### config.mk
export PLATFORM = sky130hd
export DESIGN_NAME = tcc_top
export DESIGN_NICKNAME = d
export VERILOG_FILES = /design/src/rtl/tcc_pkg.sv /design/src/rtl/tcc_wr_if.sv /design/src/rtl/tcc_writer.sv /design/src/rtl/tcc_top.sv
export SDC_FILE = /design/constraint.sdc
export NUM_CORES = 1
export LEC_CHECK = 0
export ABC_AREA = 1
export BUFFER_PORTS_ARGS = -buffer_cell sky130_fd_sc_hd__buf_2
export CORE_MARGIN = 2
export CORE_UTILIZATION = 40
export DETAILED_ROUTE_END_ITERATION = 12
export PLACE_DENSITY_LB_ADDON = 0.05
export SLEW_MARGIN = 0
export SYNTH_ARGS = -nofsm -noshare
export SYNTH_HDL_FRONTEND = slang
export SYNTH_SLANG_ARGS = --single-unit
export TNS_END_PERCENT = 30
### constraint.sdc
create_clock -name hclk -period 2.4 [get_ports hclk]
set_input_delay 0.36 -clock hclk [delete_from_list [all_inputs] [get_ports hclk]]
set_output_delay 0.36 -clock hclk [all_outputs]
set_load 0.01 [all_outputs]
### src/rtl/tcc_pkg.sv
package tcc_pkg;
  // Register indices; byte address is four times the index
  localparam logic [2:0] IDX_WR0 = 3'h0;
  localparam logic [2:0] IDX_WR1 = 3'h1;
  localparam logic [2:0] IDX_WR2 = 3'h2;
  localparam logic [2:0] IDX_WR3 = 3'h3;
  localparam logic [2:0] IDX_WR5 = 3'h5;
  localparam logic [2:0] IDX_WR6 = 3'h6;
  localparam logic [2:0] IDX_RR0 = 3'h0;
  localparam logic [2:0] IDX_RR1 = 3'h1;
  localparam logic [2:0] IDX_RR2 = 3'h2;
  localparam logic [2:0] IDX_RR3 = 3'h3;
  // Write register 0 fields
  localparam int B_WRITE_OFF  = 1;
  localparam int B_CRC_APPEND = 3;
  localparam int B_WRITE_ON   = 4;
  localparam int B_STAT_CLR   = 5;
  localparam int B_SOFT_RST   = 7;
  // Write register 1 fields
  localparam int B_GAPREQ_OFF = 1;
  localparam int B_GAPREQ_ON  = 2;
  localparam int B_RDREQ_OFF  = 3;
  localparam int B_RDREQ_ON   = 4;
  localparam int B_RDREQ_CLR  = 6;
  localparam int B_WRREQ_CLR  = 7;
  // Write register 3 fields
  localparam int B_REWIND     = 3;
  localparam int B_REW_HOLD   = 4;
  localparam int B_CMD_LSB    = 5;
  // Write register 5 and 6 fields
  localparam int B_READ_OFF   = 3;
  localparam int B_READ_ON    = 4;
  localparam int B_UNIT       = 0;
  // Reset values and CRC
  localparam logic [7:0]  BYTE_RESET = 8'h00;
  localparam logic [15:0] CRC_POLY   = 16'h1021;
  localparam logic [15:0] CRC_INIT   = 16'h0000;
  localparam logic [2:0]  LAST_BIT   = 3'h7;
  localparam logic [3:0]  LAST_CRC   = 4'hf;

  function automatic logic [15:0] tcc_crc_step(input logic [15:0] crc, input logic din);
    tcc_crc_step = {crc[14:0], 1'b0} ^ ((crc[15] ^ din) ? CRC_POLY : 16'h0000);
  endfunction
endpackage

### src/rtl/tcc_wr_if.sv
`timescale 1ns/1ps
interface tcc_wr_if;
  logic [7:0] byte_data;
  logic       byte_valid;
  logic       byte_take;
  logic       crc_en;
  logic       mode_en;
  logic       wck_edge;
  logic       clr;
  logic       enc_out;
  logic       underrun;
  modport ctrl (output byte_data, byte_valid, crc_en, mode_en, wck_edge, clr,
                input byte_take, enc_out, underrun);
  modport ser  (input byte_data, byte_valid, crc_en, mode_en, wck_edge, clr,
                output byte_take, enc_out, underrun);
endinterface

### src/rtl/tcc_writer.sv
`timescale 1ns/1ps
module tcc_writer (
  // Clock and reset
  input  wire logic hclk,
  input  wire logic hresetn,
  // Link to controller
  tcc_wr_if.ser     wr
);
  typedef enum logic [2:0] {
    W_IDLE = 3'b001,
    W_DATA = 3'b010,
    W_CRC  = 3'b100
  } tcc_wstate_t;

  tcc_wstate_t state;
  logic [7:0]  shift;
  logic [15:0] crc;
  logic [3:0]  cnt;
  logic        half;
  logic        cur_bit;
  logic        bit_end;
  logic        last;

  assign cur_bit = (state == W_CRC) ? crc[15] : shift[7];
  assign bit_end = wr.wck_edge && half && state != W_IDLE;
  assign last    = (state == W_CRC) ? (cnt == tcc_pkg::LAST_CRC)
                                    : (cnt[2:0] == tcc_pkg::LAST_BIT);
  assign wr.byte_take = wr.mode_en && wr.byte_valid && wr.wck_edge &&
                        (state == W_IDLE || (bit_end && last && state == W_DATA));

  always_ff @(posedge hclk or negedge hresetn) begin
    if (!hresetn) begin
      state <= W_IDLE;
      shift <= tcc_pkg::BYTE_RESET;
      crc   <= tcc_pkg::CRC_INIT;
      cnt   <= 4'h0;
      half  <= 1'b0;
    end else if (wr.clr || !wr.mode_en) begin
      state <= W_IDLE;
      crc   <= tcc_pkg::CRC_INIT;
      cnt   <= 4'h0;
      half  <= 1'b0;
    end else if (wr.byte_take) begin
      state <= W_DATA;
      shift <= wr.byte_data;
      cnt   <= 4'h0;
      half  <= 1'b0;
      if (state == W_DATA) crc <= tcc_pkg::tcc_crc_step(crc, shift[7]);
    end else if (wr.wck_edge && state != W_IDLE) begin
      half <= ~half;
      if (half) begin
        cnt <= cnt + 4'h1;
        if (state == W_DATA) begin
          shift <= {shift[6:0], 1'b0};
          crc   <= tcc_pkg::tcc_crc_step(crc, shift[7]);
        end else begin
          crc <= {crc[14:0], 1'b0};
        end
        if (last) begin
          cnt <= 4'h0;
          if (state == W_DATA && wr.crc_en) begin
            state <= W_CRC;
          end else begin
            state <= W_IDLE;
            crc   <= tcc_pkg::CRC_INIT;
          end
        end
      end
    end
  end

  // Underrun when a data byte ends with no next byte and no CRC to send
  always_ff @(posedge hclk or negedge hresetn) begin
    if (!hresetn) begin
      wr.underrun <= 1'b0;
    end else begin
      wr.underrun <= bit_end && last && state == W_DATA && !wr.byte_valid && !wr.crc_en;
    end
  end

  // Phase encoding: inverted level in first half-cell, true level in second
  always_ff @(posedge hclk or negedge hresetn) begin
    if (!hresetn) begin
      wr.enc_out <= 1'b0;
    end else if (state == W_IDLE || wr.clr) begin
      wr.enc_out <= 1'b0;
    end else begin
      wr.enc_out <= half ? cur_bit : ~cur_bit;
    end
  end
endmodule

### src/rtl/tcc_top.sv
`timescale 1ns/1ps
module tcc_top (
  // AHB-Lite clock and reset
  input  wire logic        hclk,
  input  wire logic        hresetn,
  // AHB-Lite slave
  input  wire logic        hsel,
  input  wire logic [31:0] haddr,
  input  wire logic [1:0]  htrans,
  input  wire logic        hwrite,
  input  wire logic [2:0]  hsize,
  input  wire logic [31:0] hwdata,
  input  wire logic        hready,
  output logic             hreadyout,
  output logic             hresp,
  output logic [31:0]      hrdata,
  // Device reset and service request
  input  wire logic        ext_reset,
  output logic             service_request,
  // Timing inputs and transition pulse output
  input  wire logic        write_bit_clock,
  input  wire logic        sample_gate_reopen,
  input  wire logic        dropout_in,
  input  wire logic        gap_in,
  output logic             transition_pulse,
  // Tape data
  input  wire logic        read_pulse_rise,
  input  wire logic        read_pulse_fall,
  output logic             encoded_write_out,
  // Drive control and status
  output logic [2:0]       drive_command_lines,
  output logic             unit_select,
  output logic             rewind_drive_zero,
  output logic             rewind_drive_one,
  input  wire logic [2:0]  drive_status_inputs,
  input  wire logic        tape_marker_zero,
  input  wire logic        tape_marker_one
);
  function automatic logic in_map(input logic [31:0] a);
    in_map = (a[31:5] == 27'h000_0000) && (a[1:0] == 2'b00);
  endfunction

  tcc_wr_if wr ();

  logic       ap_valid;
  logic       ap_write;
  logic [2:0] ap_idx;
  logic       wr_stb;
  logic [7:0] wdat;
  logic       rd_stb;
  logic [2:0] rd_idx;
  logic       clr;
  logic       soft_rst;
  logic       write_mode;
  logic       crc_append;
  logic [7:0] write_buffer;
  logic       wbuf_full;
  logic       wrq;
  logic       rdreq_en;
  logic       gapreq_en;
  logic       read_mode;
  logic       rrq;
  logic       grq;
  logic       rdf;
  logic [7:0] read_buffer;
  logic [7:0] rshift;
  logic [2:0] rcnt;
  logic [15:0] rcrc;
  logic       rec;
  logic       gate_open;
  logic       sg_prev;
  logic       do_prev;
  logic       gap_prev;
  logic       wck_prev;
  logic       gpf;
  logic       doe;
  logic       cre;
  logic       cor;
  logic       mkf;
  logic       rew_hold;
  logic [2:0] cmd;
  logic [1:0] rewind;
  logic [1:0] mk_prev;
  logic [1:0] mk_now;
  logic       tr;
  logic       bit_evt;
  logic       bit_val;
  logic       byte_done;
  logic       gap_evt;
  logic [7:0] rd_mux;

  // Bus strobes
  assign wr_stb    = ap_valid && ap_write;
  assign wdat      = hwdata[7:0];
  assign rd_stb    = hsel && htrans[1] && hready && !hwrite && in_map(haddr);
  assign rd_idx    = haddr[4:2];
  assign hreadyout = 1'b1;
  assign hresp     = 1'b0;
  assign clr       = ext_reset || soft_rst;

  always_ff @(posedge hclk or negedge hresetn) begin
    if (!hresetn) begin
      ap_valid <= 1'b0;
      ap_write <= 1'b0;
      ap_idx   <= 3'h0;
    end else begin
      ap_valid <= hsel && htrans[1] && hready && in_map(haddr);
      ap_write <= hwrite;
      ap_idx   <= haddr[4:2];
    end
  end

  // Read mux
  always_comb begin
    rd_mux = 8'h00;
    unique case (rd_idx)
      tcc_pkg::IDX_RR0: rd_mux = {1'b1, 1'b0, cmd[1], cmd[2], rdf, grq, wrq, rrq};
      tcc_pkg::IDX_RR1: rd_mux = {drive_status_inputs[2], mk_now[unit_select], mkf,
                                  drive_status_inputs[1], drive_status_inputs[0],
                                  rewind[unit_select], cmd[0], unit_select};
      tcc_pkg::IDX_RR2: rd_mux = read_buffer;
      tcc_pkg::IDX_RR3: rd_mux = {encoded_write_out, gpf, rec, cre, doe, cor, 2'b00};
      default:          rd_mux = 8'h00;
    endcase
  end

  always_ff @(posedge hclk or negedge hresetn) begin
    if (!hresetn) begin
      hrdata <= 32'h0000_0000;
    end else if (rd_stb) begin
      hrdata <= {24'h00_0000, rd_mux};
    end
  end

  // Write register 0, 1 and 5 controls
  always_ff @(posedge hclk or negedge hresetn) begin
    if (!hresetn) begin
      soft_rst   <= 1'b0;
      write_mode <= 1'b0;
      crc_append <= 1'b0;
      rdreq_en   <= 1'b0;
      gapreq_en  <= 1'b0;
      read_mode  <= 1'b0;
    end else begin
      soft_rst <= wr_stb && ap_idx == tcc_pkg::IDX_WR0 && wdat[tcc_pkg::B_SOFT_RST];
      if (clr) begin
        write_mode <= 1'b0;
        crc_append <= 1'b0;
        rdreq_en   <= 1'b0;
        gapreq_en  <= 1'b0;
        read_mode  <= 1'b0;
      end else if (wr_stb) begin
        if (ap_idx == tcc_pkg::IDX_WR0) begin
          crc_append <= wdat[tcc_pkg::B_CRC_APPEND];
          if (wdat[tcc_pkg::B_WRITE_ON]) write_mode <= 1'b1;
          if (wdat[tcc_pkg::B_WRITE_OFF]) write_mode <= 1'b0;
        end
        if (ap_idx == tcc_pkg::IDX_WR1) begin
          if (wdat[tcc_pkg::B_RDREQ_ON]) rdreq_en <= 1'b1;
          if (wdat[tcc_pkg::B_RDREQ_OFF]) rdreq_en <= 1'b0;
          if (wdat[tcc_pkg::B_GAPREQ_ON]) gapreq_en <= 1'b1;
          if (wdat[tcc_pkg::B_GAPREQ_OFF]) gapreq_en <= 1'b0;
        end
        if (ap_idx == tcc_pkg::IDX_WR5) begin
          if (wdat[tcc_pkg::B_READ_ON]) read_mode <= 1'b1;
          if (wdat[tcc_pkg::B_READ_OFF]) read_mode <= 1'b0;
        end
      end
    end
  end

  // Write buffer and write request
  always_ff @(posedge hclk or negedge hresetn) begin
    if (!hresetn) begin
      write_buffer <= tcc_pkg::BYTE_RESET;
      wbuf_full    <= 1'b0;
      wrq          <= 1'b0;
    end else if (clr) begin
      wbuf_full <= 1'b0;
      wrq       <= 1'b0;
    end else begin
      if (wr_stb && ap_idx == tcc_pkg::IDX_WR2) begin
        write_buffer <= wdat;
        wbuf_full    <= 1'b1;
      end else if (wr.byte_take) begin
        wbuf_full <= 1'b0;
      end
      if (wr.byte_take) begin
        wrq <= 1'b1;
      end else if ((wr_stb && ap_idx == tcc_pkg::IDX_WR2) ||
                   (wr_stb && ap_idx == tcc_pkg::IDX_WR1 && wdat[tcc_pkg::B_WRREQ_CLR])) begin
        wrq <= 1'b0;
      end
    end
  end

  // Serializer link
  assign wr.byte_data  = write_buffer;
  assign wr.byte_valid = wbuf_full;
  assign wr.crc_en     = crc_append;
  assign wr.mode_en    = write_mode;
  assign wr.wck_edge   = write_bit_clock && !wck_prev;
  assign wr.clr        = clr;
  assign encoded_write_out = wr.enc_out;

  tcc_writer u_writer (
    .hclk    (hclk),
    .hresetn (hresetn),
    .wr      (wr.ser)
  );

  // Read path edges and write clock edge; read path independent of the write path
  assign tr        = read_pulse_rise || read_pulse_fall;
  assign bit_val   = read_pulse_rise;
  assign bit_evt   = read_mode && tr && gate_open;
  assign byte_done = bit_evt && (rec || bit_val) && rcnt == tcc_pkg::LAST_BIT;
  assign gap_evt   = gap_in && !gap_prev;

  always_ff @(posedge hclk or negedge hresetn) begin
    if (!hresetn) begin
      transition_pulse <= 1'b0;
      gate_open        <= 1'b1;
      sg_prev          <= 1'b0;
      do_prev          <= 1'b0;
      gap_prev         <= 1'b0;
      wck_prev         <= 1'b0;
    end else begin
      transition_pulse <= tr && !clr;
      sg_prev          <= sample_gate_reopen;
      do_prev          <= dropout_in;
      gap_prev         <= gap_in;
      wck_prev         <= write_bit_clock;
      if (clr) begin
        gate_open <= 1'b1;
      end else if (tr) begin
        gate_open <= 1'b0;
      end else if (sample_gate_reopen && !sg_prev) begin
        gate_open <= 1'b1;
      end
    end
  end

  // Read shifter, CRC check and record state
  always_ff @(posedge hclk or negedge hresetn) begin
    if (!hresetn) begin
      rshift      <= tcc_pkg::BYTE_RESET;
      read_buffer <= tcc_pkg::BYTE_RESET;
      rcnt        <= 3'h0;
      rcrc        <= tcc_pkg::CRC_INIT;
      rec         <= 1'b0;
    end else if (clr || gap_evt) begin
      rcnt <= 3'h0;
      rcrc <= tcc_pkg::CRC_INIT;
      rec  <= 1'b0;
    end else if (bit_evt && (rec || bit_val)) begin
      rec    <= 1'b1;
      rshift <= {rshift[6:0], bit_val};
      rcnt   <= rcnt + 3'h1;
      rcrc   <= tcc_pkg::tcc_crc_step(rcrc, bit_val);
      if (byte_done) begin
        read_buffer <= {rshift[6:0], bit_val};
      end
    end
  end

  // Request and error flags; a set wins over a register clear, device reset (clr) wins over both
  always_ff @(posedge hclk or negedge hresetn) begin
    if (!hresetn) begin
      rrq <= 1'b0;
      rdf <= 1'b0;
      grq <= 1'b0;
      gpf <= 1'b0;
      doe <= 1'b0;
      cre <= 1'b0;
      cor <= 1'b0;
    end else if (clr) begin
      rrq <= 1'b0;
      rdf <= 1'b0;
      grq <= 1'b0;
      gpf <= 1'b0;
      doe <= 1'b0;
      cre <= 1'b0;
      cor <= 1'b0;
    end else begin
      if (byte_done) begin
        rdf <= 1'b1;
        rrq <= rdreq_en || rrq;
      end else if (rd_stb && rd_idx == tcc_pkg::IDX_RR2) begin
        rdf <= 1'b0;
        rrq <= 1'b0;
      end else if (wr_stb && ap_idx == tcc_pkg::IDX_WR1 && wdat[tcc_pkg::B_RDREQ_CLR]) begin
        rrq <= 1'b0;
      end
      if (gap_evt) begin
        gpf <= 1'b1;
        grq <= gapreq_en || grq;
        cre <= cre || (rec && rcrc != tcc_pkg::CRC_INIT);
      end else if (wr_stb && ap_idx == tcc_pkg::IDX_WR0 && wdat[tcc_pkg::B_STAT_CLR]) begin
        gpf <= 1'b0;
        grq <= 1'b0;
        cre <= 1'b0;
      end
      if (dropout_in && !do_prev && rec) begin
        doe <= 1'b1;
      end else if (wr_stb && ap_idx == tcc_pkg::IDX_WR0 && wdat[tcc_pkg::B_STAT_CLR]) begin
        doe <= 1'b0;
      end
      if (wr.underrun) begin
        cor <= 1'b1;
      end else if (wr_stb && ap_idx == tcc_pkg::IDX_WR0 && wdat[tcc_pkg::B_STAT_CLR]) begin
        cor <= 1'b0;
      end
    end
  end

  assign service_request = rrq || wrq || grq;

  // Drive commands, unit select and rewind
  assign mk_now = {tape_marker_one, tape_marker_zero};

  always_ff @(posedge hclk or negedge hresetn) begin
    if (!hresetn) begin
      cmd         <= 3'h0;
      unit_select <= 1'b0;
      rew_hold    <= 1'b0;
      mkf         <= 1'b0;
      mk_prev     <= 2'b00;
    end else begin
      mk_prev <= mk_now;
      if (clr) begin
        cmd         <= 3'h0;
        unit_select <= 1'b0;
        rew_hold    <= 1'b0;
        mkf         <= 1'b0;
      end else begin
        if (wr_stb && ap_idx == tcc_pkg::IDX_WR3) begin
          cmd      <= wdat[tcc_pkg::B_CMD_LSB +: 3];
          rew_hold <= wdat[tcc_pkg::B_REW_HOLD];
        end
        if (wr_stb && ap_idx == tcc_pkg::IDX_WR6) begin
          unit_select <= wdat[tcc_pkg::B_UNIT];
        end
        if (mk_now[unit_select] && !mk_prev[unit_select]) begin
          mkf <= 1'b1;
        end else if (wr_stb && ap_idx == tcc_pkg::IDX_WR0 && wdat[tcc_pkg::B_STAT_CLR]) begin
          mkf <= 1'b0;
        end
      end
    end
  end

  genvar d;
  generate
    for (d = 0; d < 2; d++) begin : g_drive
      always_ff @(posedge hclk or negedge hresetn) begin
        if (!hresetn) begin
          rewind[d] <= 1'b0;
        end else if (clr) begin
          rewind[d] <= 1'b0;
        end else if (wr_stb && ap_idx == tcc_pkg::IDX_WR3 && wdat[tcc_pkg::B_REWIND] &&
                     unit_select == d[0]) begin
          rewind[d] <= 1'b1;
        end else if (mk_now[d] && !mk_prev[d] && !rew_hold) begin
          rewind[d] <= 1'b0;
        end
      end
    end
  endgenerate

  assign drive_command_lines = cmd;
  assign rewind_drive_zero   = rewind[0];
  assign rewind_drive_one    = rewind[1];
endmodule

==> results.toml, run 1 <==
[sta]
final_hold_viol_count = 0
setup_viol_count_final = 0
timing.hold.ws_ns = 0.06489
timing.final.max_slew_violations = 0
fmax_mhz = 472.4
fin_setup_tns_ns = 0
min_period_ns = 2.117
fin_crit_sh_pct = 88.21
worst_slack_ns = 0.2830
skew_ns = 0.007348
rsz0062_at_grt = "false"

[floorplanning]
die_h_um = 125.8
die_w_um = 125.8
num_io_pins = 129
design.core.area_um2 = 14530
floorplan.initialDensity_pct = 40.80
dieArea_um2 = 15810
rows = 44

[place]
dp_slack_ns = 0.2781
gp_congestion = 0.8511
place_area_um2 = 6406
numPlacedInstances = 953
hpwlAfterDp_um = 10100
io_buffers = 74

[critical_path]
cp.arrival_ns = 2.46
critPathCaptureType = "register"
worst-setup-path-type = "reg -> reg"
start_kind = "register"
cp.required_ns = 2.75
cp_max_fo = 16

[cts]
cts_hold_buf = 1
clk_pin_slew_ns = 0.06
post_cts_buffers = 0
cts_buffers = 17
h-tree-depth = 4
cts_buffer_depth = 2
cts_resized = 0
root_buffer = "clkbuf_16"
clk_latency_ns = 0.41
cts_tree = "yes"
cts.sinks = 121

[cells_and_area]
drive_above_1_share_pct = 18.70
design_area_um2 = 7082
synthToLayoutAreaGrowth_pct = 19.43
stdcell_count = 986
final_nets = 879
diodes = 0
layout_common_cells = "184 x nand2_1, 119 x dfrtp_1, 87 x inv_1"
n_fill_cell = 1449
final_common_cell = "nand2_1"

[global_routing]
grt_pass1_vias = 4830
grt_pass1_wl_um = 23490
antenna_found_initial = 0
grt_max_degree = 78
overflow = 0
grt_util_all_layers_pct = 18.45

[drt]
firstDrtPassIters = 4
num_vias = 4821
wl_per_cell_um = 14.11
final_antenna_net_count = 0
wl_um = 13920
drcViolationCount = 0
avgViaCountPerCell = 4.889
drt_iter0_drc = 355

[logic_synthesis]
synthTopCellsByArea = "dfrtp_1 50%, nand2_1 12%, inv_1 5.5%"
synth_edf_count = 0
synth_area_per_cell_um2 = 8.422
syn-cell-area_um2 = 5929
netlist.area_leader.share_pct = 50.22
ys_seq_elements = 121
synth_top_area_cell = "dfrtp_1"
synth.lib_cells_used.distinct = 48
synth_ff_type = "dfrtp_1"
async_reset_ff_share_pct = 100.0
ys_seq_area_share_pct = 51.11
syn-instance-count = 704
ys.warnings.count = 0

[power_and_ir_drop]
vdd_drop_max_uv = 485.6
power-per-cell-area_nw_per_um2 = 760.1
static-leakage-power_nw = 3.563

[worst_hold_path]
hp-class = "in -> reg"

[flow_run]
drv_cap = 0

[status]
status = "finished, final reports clean"
[cell type report]
cell class,instances,area (um^2),share of cell area (%)
sequential,121,3030,42.79
clock inverter,7,160.2,2.261
multi-input combinational,472,2336,32.99
timing repair buffer,86,478.0,6.749
inverter,91,341.6,4.823
clock buffer,25,505.5,7.138
tap,184,230.2,3.251
[synth_stat cells (5+ instances only)]
library cell    n
a21oi_1        29
a221oi_1        5
buf_4          28
clkbuf_1        9
dfrtp_1       119
inv_1          87
nand2_1       184
nand2_2        11
nand3_1        21
nand4_1         7
nor2_1         46
nor3_1          5
nor4_1         13
o21ai_0        51
o22ai_1        25
[registers in the layout, indices dropped and copies added (netlist names), 2 cells and up]
signal and count:
u_writer.crc 16, read_buffer 8, ap_idx 3, mk_prev 2, hrdata 8, rcnt 3, rshift 7, u_writer.state 3
drive_command_lines 3, rcrc 16, u_writer.cnt 4, u_writer.shift 8, wr.byte_data 8
[stage by stage]
step	power (mW)	util [%]
2_1_floorplan	2.407	-
3_3_place_gp	2.538	44.08
3_5_place_dp	2.548	44.08
4_1_cts	5.432	48.73
5_1_grt	5.585	48.73
6_report	5.383	48.73
[logic make-up (layout without fill, tap and decap cells)]
group	count (synthesis)	in the layout	share of synthesized area, %
AO/OA/AOI/OAI	131	131	13.06
XOR/XNOR	5	5	0.7387
adder cells (fa/ha/maj)	4	4	0.8441
buffers and inverters	135	209	11.01
flip-flops	121	121	51.11
multiplexers	1	1	0.1899
other	2	26	0.1267
AND/OR/NAND/NOR	305	305	22.92
[critical path, stage by stage (launching register included)]
cell	delay, ns
dfrtp_1	0.41
ha_1	0.24
ha_1	0.23
nand2_1	0.08
o21ai_2	0.08
nand2_2	0.10
nand2_4	0.07
nand2_4	0.19
nand3_4	0.14
nand2_4	0.17
buf_4	0.21
nand2_1	0.06
nand2_1	0.07
[layer usage]
layer  track usage (%)  up-vias  routed length [um]
met1             24.18     2300                6526
li1                  -     2420                   -
met5                 0        -                   0
met3             4.545        9                 487
met2             30.72       92                6803
met4             5.107        0                  99
[worst paths after layout]
kind                                                     end  slack [ns]  cells after the start                         start
worst max-delay path             u_writer.crc[1]$_DFFE_PN0P_        0.28                     12   u_writer.cnt[0]$_DFFE_PN0P_
worst min-delay path                      gap_prev$_DFF_PN0_        0.06                      1                        gap_in
worst max register to register   u_writer.crc[1]$_DFFE_PN0P_        0.28                     12   u_writer.cnt[0]$_DFFE_PN0P_
worst min register to register  u_writer.crc[14]$_DFFE_PN0P_        0.48                      2  u_writer.crc[14]$_DFFE_PN0P_
max in group asynchronous               rcrc[14]$_DFFE_PN0P_        1.19                      3                       hresetn
min in group asynchronous                 wck_prev$_DFF_PN0_        0.45                      2                       hresetn
[where the power goes]
group	internal, mW	switching [mW]
Sequential	2.11	0.0371
Clock	1.98	0.895
Combinational	0.116	0.241
Total	4.21	1.17
(Power assumes the default switching activity.)
==> run 2, diff against run 1 <==
clock period = 1.7 ns   (was 2.4 ns; I/O delays follow)
==> run 2 against run 1 <==
  * The run now ends with negative setup slack left
  * Critical path depth decreased by 1
  * Count of clock-buffer cells in the layout decreased by 2
  * Clock power increased by 12%
  * Sequential share of layout area decreased by 2.6 points
  * Combinational power increased by 66%
  * Register-to-register slack got worse by 0.36 ns
  * Clock skew increased by 0.00097 ns
  * Setup slack got worse by 0.36 ns
  * Wire length increased by 2.8%
  * Non-clock buffer count increased by 50
  * Critical path type unchanged
==> results.toml, run 2 (synthesis results as in run 1) <==
[status]
status = "finished with violations"
violations = "negative setup slack"

[cells_and_area]
synthToLayoutAreaGrowth_pct = 27.05
stdcell_count = 1036
layout_common_cells = "167 x nand2_1, 119 x dfrtp_1, 84 x inv_1"
area.sequential_um2 = 3030
n_fill_cell = 1389
drive_above_1_share_pct = 25.59
diodes = 0
utilization_pct = 51.83
reg_top3 = "rcrc (16), u_writer.crc (16)"
final_common_cell = "nand2_1"
multi_input_area_um2 = 2465
final_nets = 930

[global_routing]
grt_max_degree = 42
antenna_found_initial = 0
overflow = 0
grt_pass1_wl_um = 24140
grt_pass1_vias = 4934
grt_util_all_layers_pct = 19.05

[critical_path]
r2r_cells = 11
path_cells = "nor2_2, nand2_2, o21ai_4, nand2_2, nand2_4, nand2_8, buf_4, a21oi_4, buf_12, nand2_1, o21ai_0"
max_stage_delay_ns = 0.41
r2r-start = "u_writer.state[1]$_DFFE_PN0P_"
cp.arrival_ns = 2.10
cpMaxStageDelayCell = "dfrtp_1"
r2r-end = "u_writer.shift[5]$_DFFE_PN0P_"
worst-setup-path-type = "reg -> reg"
cp_max_fo = 15
path_common_cell = "nand2_2"
endpoint = "u_writer.shift[5]$_DFFE_PN0P_"
startpoint = "u_writer.state[1]$_DFFE_PN0P_"
cp.required_ns = 2.02
r2r_slack_ns = -0.07
critPathCaptureType = "register"
start_kind = "register"

[cts]
cts_buffer_depth = 2
clk_latency_ns = 0.41
cts_buffers = 17
cts_tree = "yes"
cts.sinks = 121
h-tree-depth = 4
clk_pin_slew_ns = 0.05
root_buffer = "clkbuf_16"

[drt]
final_antenna_net_count = 0
drcViolationCount = 0
wl_per_cell_um = 13.81
wl_um = 14300
firstDrtPassIters = 4
drt_iter0_drc = 305
num_vias = 5003
avgViaCountPerCell = 4.829

[place]
numPlacedInstances = 982
dp_slack_ns = -0.1103
io_buffers = 74
gp_congestion = 0.8261
hpwlAfterDp_um = 10280

[floorplanning]
rows = 44
num_io_pins = 129
die_h_um = 125.8
design.core.area_um2 = 14530
die_w_um = 125.8
floorplan.initialDensity_pct = 40.80
dieArea_um2 = 15810

[sta]
timing.final.max_slew_violations = 0
min_period_ns = 1.775
fmax_mhz = 563.5
worst_slack_ns = -0.07452
final_hold_viol_count = 0
fin_setup_tns_ns = -0.7318
skew_ns = 0.008317
rsz0062_at_grt = "true"
fin_crit_sh_pct = 104.4
setup_viol_count_final = 19

[power_and_ir_drop]
vdd_drop_max_uv = 786.3
static-leakage-power_nw = 3.736
power_mw = 6.846
power-per-cell-area_nw_per_um2 = 908.7

[worst_hold_path]
hp-class = "in -> reg"

[flow_run]
drv_cap = 0
## run 2: worst min-delay path by stage
stage,startpoint,endpoint,cells after the start
finish,hwdata[3],rdreq_en$_DFFE_PN0P_,2
global route,hwdata[3],rdreq_en$_DFFE_PN0P_,2
CTS,hwdata[3],rdreq_en$_DFFE_PN0P_,2
detailed placement,hresetn,u_writer.shift[4]$_DFFE_PN0P_,1
global placement,hresetn,wr.byte_data[0]$_DFFE_PN0P_,1
floorplan,hresetn,ap_idx[0]$_DFF_PN0_,0
## run 2: stage by stage
stage / cell area (um^2) / hold WS, ns
2_1_floorplan: 6030 / -0.04059
3_3_place_gp: 6656 / 0.2066
3_5_place_dp: 6656 / 0.2075
4_1_cts: 7406 / 0.03975
5_1_grt: 7533 / 0.05582
6_report: 7533 / 0.07059
## run 2: timing repair
action / 4_1_cts / 5_1_grt
buffers inserted: 5 / 6
pin swaps: 8 / 6
hold endpoints to repair: 32 / 0
gates cloned: 0 / 1
setup endpoints to repair: 31 / 41
gates resized for setup: 16 / 25
hold buffers: 11 / 0
## run 2: where the power goes
part / internal (mW) / total [mW] / switching [mW]
Clock: 1.99 / 3.22 / 1.23
Sequential: 2.99 / 3.04 / 0.0501
Combinational: 0.225 / 0.592 / 0.366
## run 2: layout make-up
cell class | instances | share of cell area [%]
Multi-Input combinational cell | 472 | 32.72
Clock buffer | 23 | 6.477
Timing Repair Buffer | 136 | 12.14
Timing Repair inverter | 1 | 0.09965
Tap cell | 184 | 3.056
Inverter | 91 | 4.667
Sequential cell | 121 | 40.23
Clock inverter | 8 | 0.6145
## run 2: metal layers
metal / global-route usage (%) / vias up / wire [um]
li1: - / 2522 / -
met1: 25.49 / 2372 / 6739
met2: 30.94 / 95 / 6932
met3: 4.800 / 14 / 469
met4: 5.430 / 0 / 163
met5: 0 / - / 0
## run 2: worst max-delay path: cells and delay by family, from the launching register on
family	cells	cell delay, ns
flops	1	0.41
compound gates	3	0.36
buf+inv	2	0.30
simple gates	6	0.63
